[config.mk]
export PLATFORM = sky130hd
export DESIGN_NAME = vecm_detector
export DESIGN_NICKNAME = d
export VERILOG_FILES = /design/src/rtl/vecm_pkg.sv /design/src/rtl/vecm_magnitude.sv /design/src/rtl/vecm_detector.sv
export SDC_FILE = /design/constraint.sdc
export NUM_CORES = 2
export LEC_CHECK = 0
export BUFFER_PORTS_ARGS = -buffer_cell sky130_fd_sc_hd__clkbuf_2
export CAP_MARGIN = 20
export CORE_UTILIZATION = 50
export DETAILED_ROUTE_END_ITERATION = 6
export GPL_TIMING_DRIVEN = 0
export PLACE_DENSITY_LB_ADDON = 0.08
export SLEW_MARGIN = 20
export SYNTH_ARGS = -nofsm -noshare
export SYNTH_HDL_FRONTEND = slang
export SYNTH_HIERARCHICAL = 1
export SYNTH_SLANG_ARGS = --single-unit
[constraint.sdc]
create_clock -name REF_CLK_I -period 30.9 [get_ports REF_CLK_I]
set_input_delay 6.18 -clock REF_CLK_I [delete_from_list [all_inputs] [get_ports REF_CLK_I]]
set_output_delay 6.18 -clock REF_CLK_I [all_outputs]
set_load 0.02 [all_outputs]
[src/rtl/vecm_pkg.sv]
// Functional notes
// - Event when change magnitude exceeds threshold, debounced
// - Reference held inside, or from init registers
// - Internal reference never readable by host
// - Unlatched flag follows condition, drops when gone
// - Latched flag holds until status register read
// - Unlatched set debounced; clear debounced only in Dbcntm 0
// - Initm 0: capture current sample on enable
// - Initm 1: reference loads from init registers
// - Updm 0: reference takes sample on trigger
// - Updm 1: reference unchanged on trigger
// - Initm and updm: init writes apply live
// - Runs only while enabled; enable loads reference
// - Dbcntm 0: counter decrements below threshold
// - Dbcntm 1: counter clears below threshold
// - Threshold 13 bits, upper [12:8], lower [7:0]
// - Debounce period is count times sample period
// - Init values signed 14 bits, 6 plus 8
`default_nettype none
package vecm_pkg;
	// ****************************************************
	// Register offsets
	// ****************************************************
	localparam logic [6:0] OFS_INT_SOURCE  = 7'h0C;
	localparam logic [6:0] OFS_CONFIG      = 7'h5F;
	localparam logic [6:0] OFS_THS_UPPER   = 7'h60;
	localparam logic [6:0] OFS_THS_LOWER   = 7'h61;
	localparam logic [6:0] OFS_DEB_COUNT   = 7'h62;
	localparam logic [6:0] OFS_REF_X_UPPER = 7'h63;
	localparam logic [6:0] OFS_REF_X_LOWER = 7'h64;
	localparam logic [6:0] OFS_REF_Y_UPPER = 7'h65;
	localparam logic [6:0] OFS_REF_Y_LOWER = 7'h66;
	localparam logic [6:0] OFS_REF_Z_UPPER = 7'h67;
	localparam logic [6:0] OFS_REF_Z_LOWER = 7'h68;
	// ****************************************************
	// Field positions
	// ****************************************************
	localparam int BIT_LATCH    = 6;
	localparam int BIT_INITM    = 5;
	localparam int BIT_HOLDREF  = 4;
	localparam int BIT_ENABLE   = 3;
	localparam int BIT_DBCNTM   = 7;
	localparam int BIT_INT_FLAG = 1;
	localparam int THS_UP_W     = 5;
	localparam int REF_UP_W     = 6;
	localparam int SAMPLE_W     = 14;
	localparam int THS_W        = 13;
	// ****************************************************
	// Reset values and write masks
	// ****************************************************
	localparam logic [7:0] RST_REG = 8'h00;
	localparam logic [7:0] CFG_MASK = 8'h78;
	localparam logic [7:0] THS_UP_MASK = 8'h9F;
	localparam logic [7:0] REF_UP_MASK = 8'h3F;
	// ****************************************************
	// Run states
	// ****************************************************
	typedef enum logic [1:0] {
		ST_OFF = 2'b01,
		ST_RUN = 2'b10
	} run_state_type;
endpackage
`default_nettype wire

[src/rtl/vecm_magnitude.sv]
`default_nettype none
module vecm_magnitude
	import vecm_pkg::*;
(
	input  wire logic                       clk_i,
	input  wire logic                       rst_i,
	input  wire logic                       valid_i,
	input  wire logic signed [SAMPLE_W-1:0] x_i,
	input  wire logic signed [SAMPLE_W-1:0] y_i,
	input  wire logic signed [SAMPLE_W-1:0] z_i,
	input  wire logic signed [SAMPLE_W-1:0] ref_x_i,
	input  wire logic signed [SAMPLE_W-1:0] ref_y_i,
	input  wire logic signed [SAMPLE_W-1:0] ref_z_i,
	input  wire logic        [THS_W-1:0]    ths_i,
	output logic                            valid_o,
	output logic                            exceed_o
);
	// ****************************************************
	// Squared distance
	// ****************************************************
	// Squares are compared instead of a root: exact and cheap
	function automatic logic [29:0] sq_diff(
		input logic signed [SAMPLE_W-1:0] a,
		input logic signed [SAMPLE_W-1:0] b);
		logic signed [SAMPLE_W:0] d;
		logic        [SAMPLE_W:0] m;
		d = $signed({a[SAMPLE_W-1], a}) - $signed({b[SAMPLE_W-1], b});
		m = d[SAMPLE_W] ? 15'(-d) : 15'(d);
		return 30'(m * m);
	endfunction

	logic [31:0] dist_sq;
	logic [31:0] ths_sq;
	assign dist_sq = 32'(sq_diff(x_i, ref_x_i)) + 32'(sq_diff(y_i, ref_y_i))
		+ 32'(sq_diff(z_i, ref_z_i));
	assign ths_sq = 32'(ths_i * ths_i);

	// Result registered one cycle after the sample
	always_ff @(posedge clk_i or posedge rst_i) begin
		if (rst_i) begin
			valid_o  <= 1'b0;
			exceed_o <= 1'b0;
		end else begin
			valid_o <= valid_i;
			if (valid_i) begin
				exceed_o <= dist_sq > ths_sq;
			end
		end
	end
endmodule
`default_nettype wire

[src/rtl/vecm_detector.sv]
`default_nettype none
module vecm_detector
	import vecm_pkg::*;
(
	input  wire logic                REF_CLK_I,
	input  wire logic                RST_I,
	input  wire logic [6:0]          REG_ADDR_I,
	input  wire logic                REG_WR_I,
	input  wire logic                REG_RD_I,
	input  wire logic [7:0]          REG_WDATA_I,
	input  wire logic                SAMPLE_VALID_I,
	input  wire logic [SAMPLE_W-1:0] SAMPLE_X_I,
	input  wire logic [SAMPLE_W-1:0] SAMPLE_Y_I,
	input  wire logic [SAMPLE_W-1:0] SAMPLE_Z_I,
	output logic      [7:0]          REG_RDATA_O,
	output logic                     EVENT_FLAG_O
);
	// ****************************************************
	// Register file
	// ****************************************************
	logic [7:0] cfg_reg;
	logic [7:0] ths_up_reg;
	logic [7:0] ths_lo_reg;
	logic [7:0] count_reg;
	logic [7:0] init_up_reg [3];
	logic [7:0] init_lo_reg [3];

	// Host writes; reserved bits are masked off at write
	always_ff @(posedge REF_CLK_I or posedge RST_I) begin
		if (RST_I) begin
			cfg_reg    <= RST_REG;
			ths_up_reg <= RST_REG;
			ths_lo_reg <= RST_REG;
			count_reg  <= RST_REG;
			for (int i = 0; i < 3; i++) begin
				init_up_reg[i] <= RST_REG;
				init_lo_reg[i] <= RST_REG;
			end
		end else if (REG_WR_I) begin
			unique case (REG_ADDR_I)
				OFS_CONFIG:      cfg_reg <= REG_WDATA_I & CFG_MASK;
				OFS_THS_UPPER:   ths_up_reg <= REG_WDATA_I & THS_UP_MASK;
				OFS_THS_LOWER:   ths_lo_reg <= REG_WDATA_I;
				OFS_DEB_COUNT:   count_reg <= REG_WDATA_I;
				OFS_REF_X_UPPER: init_up_reg[0] <= REG_WDATA_I & REF_UP_MASK;
				OFS_REF_X_LOWER: init_lo_reg[0] <= REG_WDATA_I;
				OFS_REF_Y_UPPER: init_up_reg[1] <= REG_WDATA_I & REF_UP_MASK;
				OFS_REF_Y_LOWER: init_lo_reg[1] <= REG_WDATA_I;
				OFS_REF_Z_UPPER: init_up_reg[2] <= REG_WDATA_I & REF_UP_MASK;
				OFS_REF_Z_LOWER: init_lo_reg[2] <= REG_WDATA_I;
				default: ;
			endcase
		end
	end

	// Control fields
	logic latch_en;
	logic initm;
	logic holdref;
	logic func_en;
	logic dbcntm;
	logic [THS_W-1:0] ths;
	assign latch_en = cfg_reg[BIT_LATCH];
	assign initm    = cfg_reg[BIT_INITM];
	assign holdref  = cfg_reg[BIT_HOLDREF];
	assign func_en  = cfg_reg[BIT_ENABLE];
	assign dbcntm   = ths_up_reg[BIT_DBCNTM];
	assign ths      = {ths_up_reg[THS_UP_W-1:0], ths_lo_reg};

	// Signed 14-bit init values from upper and lower bytes
	logic signed [SAMPLE_W-1:0] init_val [3];
	always_comb begin
		for (int i = 0; i < 3; i++) begin
			init_val[i] = {init_up_reg[i][REF_UP_W-1:0], init_lo_reg[i]};
		end
	end

	// ****************************************************
	// Run state and last sample
	// ****************************************************
	run_state_type state_reg;
	logic          en_rise;
	assign en_rise = state_reg == ST_OFF && func_en;

	// Enable edge seen by the state; disable drops to off
	always_ff @(posedge REF_CLK_I or posedge RST_I) begin
		if (RST_I) begin
			state_reg <= ST_OFF;
		end else begin
			unique case (state_reg)
				ST_OFF: if (func_en) state_reg <= ST_RUN;
				ST_RUN: if (!func_en) state_reg <= ST_OFF;
			endcase
		end
	end

	logic signed [SAMPLE_W-1:0] last_reg [3];
	// Latest output sample, the capture source for the reference
	always_ff @(posedge REF_CLK_I or posedge RST_I) begin
		if (RST_I) begin
			for (int i = 0; i < 3; i++) begin
				last_reg[i] <= '0;
			end
		end else if (SAMPLE_VALID_I) begin
			last_reg[0] <= SAMPLE_X_I;
			last_reg[1] <= SAMPLE_Y_I;
			last_reg[2] <= SAMPLE_Z_I;
		end
	end

	// ****************************************************
	// Magnitude compare
	// ****************************************************
	logic signed [SAMPLE_W-1:0] ref_reg [3];
	logic                       res_valid;
	logic                       exceed;
	logic                       running;
	assign running = state_reg == ST_RUN && func_en;

	vecm_magnitude u_mag (
		.clk_i   (REF_CLK_I),
		.rst_i   (RST_I),
		.valid_i (SAMPLE_VALID_I && running),
		.x_i     (SAMPLE_X_I),
		.y_i     (SAMPLE_Y_I),
		.z_i     (SAMPLE_Z_I),
		.ref_x_i (ref_reg[0]),
		.ref_y_i (ref_reg[1]),
		.ref_z_i (ref_reg[2]),
		.ths_i   (ths),
		.valid_o (res_valid),
		.exceed_o(exceed)
	);

	// ****************************************************
	// Debounce counter
	// ****************************************************
	logic [7:0] cnt_reg;
	logic [7:0] cnt_cur;
	logic [7:0] cnt_next;
	logic       step;
	assign step = res_valid && running;
	// Host may lower the count under a running counter: clip it
	assign cnt_cur = (cnt_reg > count_reg) ? count_reg : cnt_reg;

	// One count per sample period; saturates at the count
	always_comb begin
		cnt_next = cnt_cur;
		if (exceed) begin
			if (cnt_cur < count_reg) begin
				cnt_next = cnt_cur + 8'h01;
			end
		end else if (dbcntm) begin
			cnt_next = 8'h00;
		end else if (cnt_cur != 8'h00) begin
			cnt_next = cnt_cur - 8'h01;
		end
	end

	always_ff @(posedge REF_CLK_I or posedge RST_I) begin
		if (RST_I) begin
			cnt_reg <= 8'h00;
		end else if (!running) begin
			cnt_reg <= 8'h00;
		end else if (step) begin
			cnt_reg <= cnt_next;
		end else begin
			cnt_reg <= cnt_cur;
		end
	end

	// ****************************************************
	// Event detection
	// ****************************************************
	logic active_reg;
	logic trigger;
	logic rt_clear;
	logic src_read;
	// Set waits on the debounce count; clear waits on it only when dbcntm is 0
	assign trigger  = step && exceed && cnt_next == count_reg && !active_reg;
	assign rt_clear = step && !exceed && cnt_next == 8'h00;
	assign src_read = REG_RD_I && REG_ADDR_I == OFS_INT_SOURCE;

	always_ff @(posedge REF_CLK_I or posedge RST_I) begin
		if (RST_I) begin
			active_reg <= 1'b0;
		end else if (!running) begin
			active_reg <= 1'b0;
		end else if (trigger) begin
			active_reg <= 1'b1;
		end else if (rt_clear) begin
			active_reg <= 1'b0;
		end
	end

	// Latched flag: a trigger in the read cycle wins
	always_ff @(posedge REF_CLK_I or posedge RST_I) begin
		if (RST_I) begin
			EVENT_FLAG_O <= 1'b0;
		end else if (!latch_en) begin
			EVENT_FLAG_O <= running && (trigger || (active_reg && !rt_clear));
		end else if (trigger) begin
			EVENT_FLAG_O <= 1'b1;
		end else if (src_read) begin
			EVENT_FLAG_O <= 1'b0;
		end
	end

	// ****************************************************
	// Reference vector
	// ****************************************************
	// Live mode tracks init registers every cycle
	always_ff @(posedge REF_CLK_I or posedge RST_I) begin
		if (RST_I) begin
			for (int i = 0; i < 3; i++) begin
				ref_reg[i] <= '0;
			end
		end else if (func_en && initm && holdref) begin
			ref_reg <= init_val;
		end else if (en_rise && initm) begin
			ref_reg <= init_val;
		end else if (en_rise) begin
			ref_reg <= last_reg;
		end else if (trigger && !holdref) begin
			ref_reg <= last_reg;
		end
	end

	// ****************************************************
	// Register readback
	// ****************************************************
	// Reference is never on the read mux; it stays hidden
	always_ff @(posedge REF_CLK_I or posedge RST_I) begin
		if (RST_I) begin
			REG_RDATA_O <= 8'h00;
		end else if (REG_RD_I) begin
			unique case (REG_ADDR_I)
				OFS_INT_SOURCE:  REG_RDATA_O <= 8'(EVENT_FLAG_O) << BIT_INT_FLAG;
				OFS_CONFIG:      REG_RDATA_O <= cfg_reg;
				OFS_THS_UPPER:   REG_RDATA_O <= ths_up_reg;
				OFS_THS_LOWER:   REG_RDATA_O <= ths_lo_reg;
				OFS_DEB_COUNT:   REG_RDATA_O <= count_reg;
				OFS_REF_X_UPPER: REG_RDATA_O <= init_up_reg[0];
				OFS_REF_X_LOWER: REG_RDATA_O <= init_lo_reg[0];
				OFS_REF_Y_UPPER: REG_RDATA_O <= init_up_reg[1];
				OFS_REF_Y_LOWER: REG_RDATA_O <= init_lo_reg[1];
				OFS_REF_Z_UPPER: REG_RDATA_O <= init_up_reg[2];
				OFS_REF_Z_LOWER: REG_RDATA_O <= init_lo_reg[2];
				default:         REG_RDATA_O <= 8'h00;
			endcase
		end
	end
endmodule
`default_nettype wire

==> impl_metrics.py <==
metrics = {
    "outcome": {
        "status": "finished, final reports clean",
    },
    "detailed_routing": {
        "drt-initial-drc-count": 1572,
        "route.detailed.drc": 0,
        "wl_per_cell_microns": 19.0,
        "wl_met3_microns": 5060,
        "drt-pass1-iter-count": 5,
        "highest-signal-layer": "met4",
        "drt-vias-per-instance": 5.37,
        "route.met2.wl_microns": 46500,
        "ant_nets": 0,
        "vias": 26600,
        "m1WireLength_microns": 40400,
        "wirelength_microns": 94400,
    },
    "sta": {
        "hold_violations": 0,
        "tns_ns": 0,
        "setup_viol": 0,
        "worst_pin_slew_ns": 1.15,
        "timing.fmax_mhz": 53.2,
        "slew_viol_final": 0,
        "fin_crit_ns": 18.80,
        "clock-skew-final_ns": 0.0115,
        "rsz0062_at_grt": "no",
        "slew_headroom_pct": 22.6,
        "finalCritPeriodShare_pct": 60.8,
    },
    "floorplan": {
        "dieHeight_microns": 272,
        "rows": 98,
        "initial_core_util_pct": 50.8,
        "core_sq_um": 71900,
        "io_pins": 71,
        "chipWidth_microns": 272,
        "dieArea_sq_um": 74100,
    },
    "placement": {
        "io_buffers": 65,
        "hpwl_microns": 81800,
        "place.gp.congestion": 0.930,
    },
    "clock_network": {
        "insertion_delay_ns": 0.44,
        "h-tree-depth": 4,
        "cts_sinks": 174,
        "clkSlewWorstSetupHoldPaths_ns": 0.07,
        "postCtsSetupBuffers": 0,
        "hold_buffers": 0,
        "cts_tree": "yes",
        "clock_path_buffers": 2,
        "cts_resized": 0,
        "cts_made_buffers": 17,
        "cts_root_buf": "clkbuf_16",
    },
    "synth": {
        "synth.largest_area_cell": "fa_1",
        "yosysWarnings": 6,
        "synthArstFlopShare_pct": 100,
        "syn_area_sq_um": 36500,
        "ys_seq_elements": 174,
        "ys_types": 91,
        "syn_inst": 3880,
        "syn_area_per_cell_sq_um": 9.40,
        "dominantRegCellSynth": "dfrtp_1",
        "synth_edf_count": 0,
        "yosys.area.top_type_share_pct": 34.6,
        "ys_seq_area_share_pct": 11.9,
        "ys_top_cells_by_area": "fa_1, ha_1, dfrtp_1",
    },
    "global_routing": {
        "grt_pass1_vias": 28000,
        "track_usage_pct": 26.7,
        "grt_max_degree": 101,
        "grt_pass1_wl_microns": 152000,
        "antenna_found_initial": 1,
        "grt.overflow.total": 0,
    },
    "critical_path": {
        "cp-startpoint": "SAMPLE_Y_I[0]",
        "start_kind": "primary input",
        "critical_path_class": "primary input to flip-flop",
        "rr_worst_depth": 43,
        "crit_cells": 45,
        "reg2reg_slack_ns": 17.64,
        "cp_slowest_cell": "xor2_1",
        "worstPathArrival_ns": 19.09,
        "r2r_start": "ref_reg[14]$_DFFE_PP0P_",
        "path_buf_inv": 10,
        "worst_r2r_endpoint": "u_mag/exceed_o$_DFFE_PP0P_",
        "crit_required_ns": 31.19,
        "crit_top_cell": "fa_1",
        "critPathTopFamily": "adder cells",
        "crit_fanout": 9,
        "max_stage_delay_ns": 0.75,
        "end_kind": "flip-flop",
    },
    "run": {
        "max_cap_violations": 0,
    },
    "min_path": {
        "min_path_type": "flip-flop to flip-flop",
        "min_to": "ref_reg[35]$_DFFE_PP0P_",
        "worstHoldStart": "ref_reg[35]$_DFFE_PP0P_",
        "hold_depth": 1,
    },
    "finish": {
        "final_nets": 5081,
        "n_antenna_cell": 0,
        "syn_to_final_growth_pct": 6.48,
        "drive_gt1_share_pct": 8.18,
    },
}
## worst max-delay path by stage
stage / end / slack [ns]
after global placement: u_mag/exceed_o$_DFFE_PP0P_ / 11.62
after detailed placement: u_mag/exceed_o$_DFFE_PP0P_ / 11.60
after global routing: u_mag/exceed_o$_DFFE_PP0P_ / 11.34
after floorplan: u_mag/exceed_o$_DFFE_PP0P_ / 14.03
after CTS: u_mag/exceed_o$_DFFE_PP0P_ / 12.03
final: u_mag/exceed_o$_DFFE_PP0P_ / 12.10
## cells in the mapped netlist, types with 34 or more instances
master      n
inv_1     933
fa_1      630
ha_1      391
nor2_1    275
nand2_1   237
dfrtp_1   173
mux2_2    155
a21oi_1   122
xnor2_1    84
o21ai_0    77
clkbuf_1   64
and2_1     60
xor2_1     57
a21o_1     46
mux2_1     42
nand2b_1   41
nand3_1    34
nor2b_1    34
## kinds of logic after synthesis
group           after synthesis  share of synthesized area (%)
compound gates              472                           8.71
xor+xnor                    144                           3.52
fa+ha+maj                  1021                           48.0
buf+inv                    1036                           10.8
flops                       174                           11.9
mux                         208                           6.38
other cells                   2                         0.0206
simple gates                823                           10.6
## layout by cell type, fill, tap and decap left out, types with 56 or more instances in the layout
cell type  netlist  routed
nand2_1        237     237
mux2_2         155     155
fa_1           630     630
ha_1           391     391
nor2_1         275     275
o21ai_0         77      76
and2_1          60      60
clkbuf_1        64      68
xor2_1          57      56
clkbuf_2         0      65
inv_1          933     932
xnor2_1         84      81
dfrtp_1        173     173
a21oi_1        122     121
## stage by stage
stage / area, sq um / setup slack (ns) / instances / hold WS (ns) / utilization, %
3_5_place_dp: 38200 / 11.60 / 4928 / 0.475 / 53.2
6_report: 38800 / 12.10 / 4961 / 0.485 / 54.1
5_1_grt: 38800 / 11.34 / 4961 / 0.501 / 54.1
2_1_floorplan: 36600 / 14.03 / 3909 / 0.458 / -
4_1_cts: 38800 / 12.03 / 4960 / 0.489 / 54.0
3_3_place_gp: 38100 / 11.62 / 4924 / 0.467 / 53.0
## routing by layer
layer / vias to the layer above / track usage [%]
li1: 12400 / -
met1: 13400 / 35.3
met2: 660 / 45.9
met3: 126 / 3.68
met4: 0 / 7.23
met5: - / 0
## final cells by class
| type | instances | area, sq um |
|---|---|---|
| Buffer | 88 | 390 |
| Clock buffer | 24 | 482 |
| Clock inverter | 8 | 131 |
| Fill cell | 6884 | 33000 |
| Inverter | 948 | 3570 |
| Multi-Input combinational cell | 2699 | 28300 |
| Sequential cell | 174 | 4360 |
| Tap cell | 950 | 1190 |
| Timing Repair Buffer | 70 | 387 |
Power is left out: the tool's default activity adds up to more than one toggle a clock period on the data nets, which glitch-free logic cannot reach.
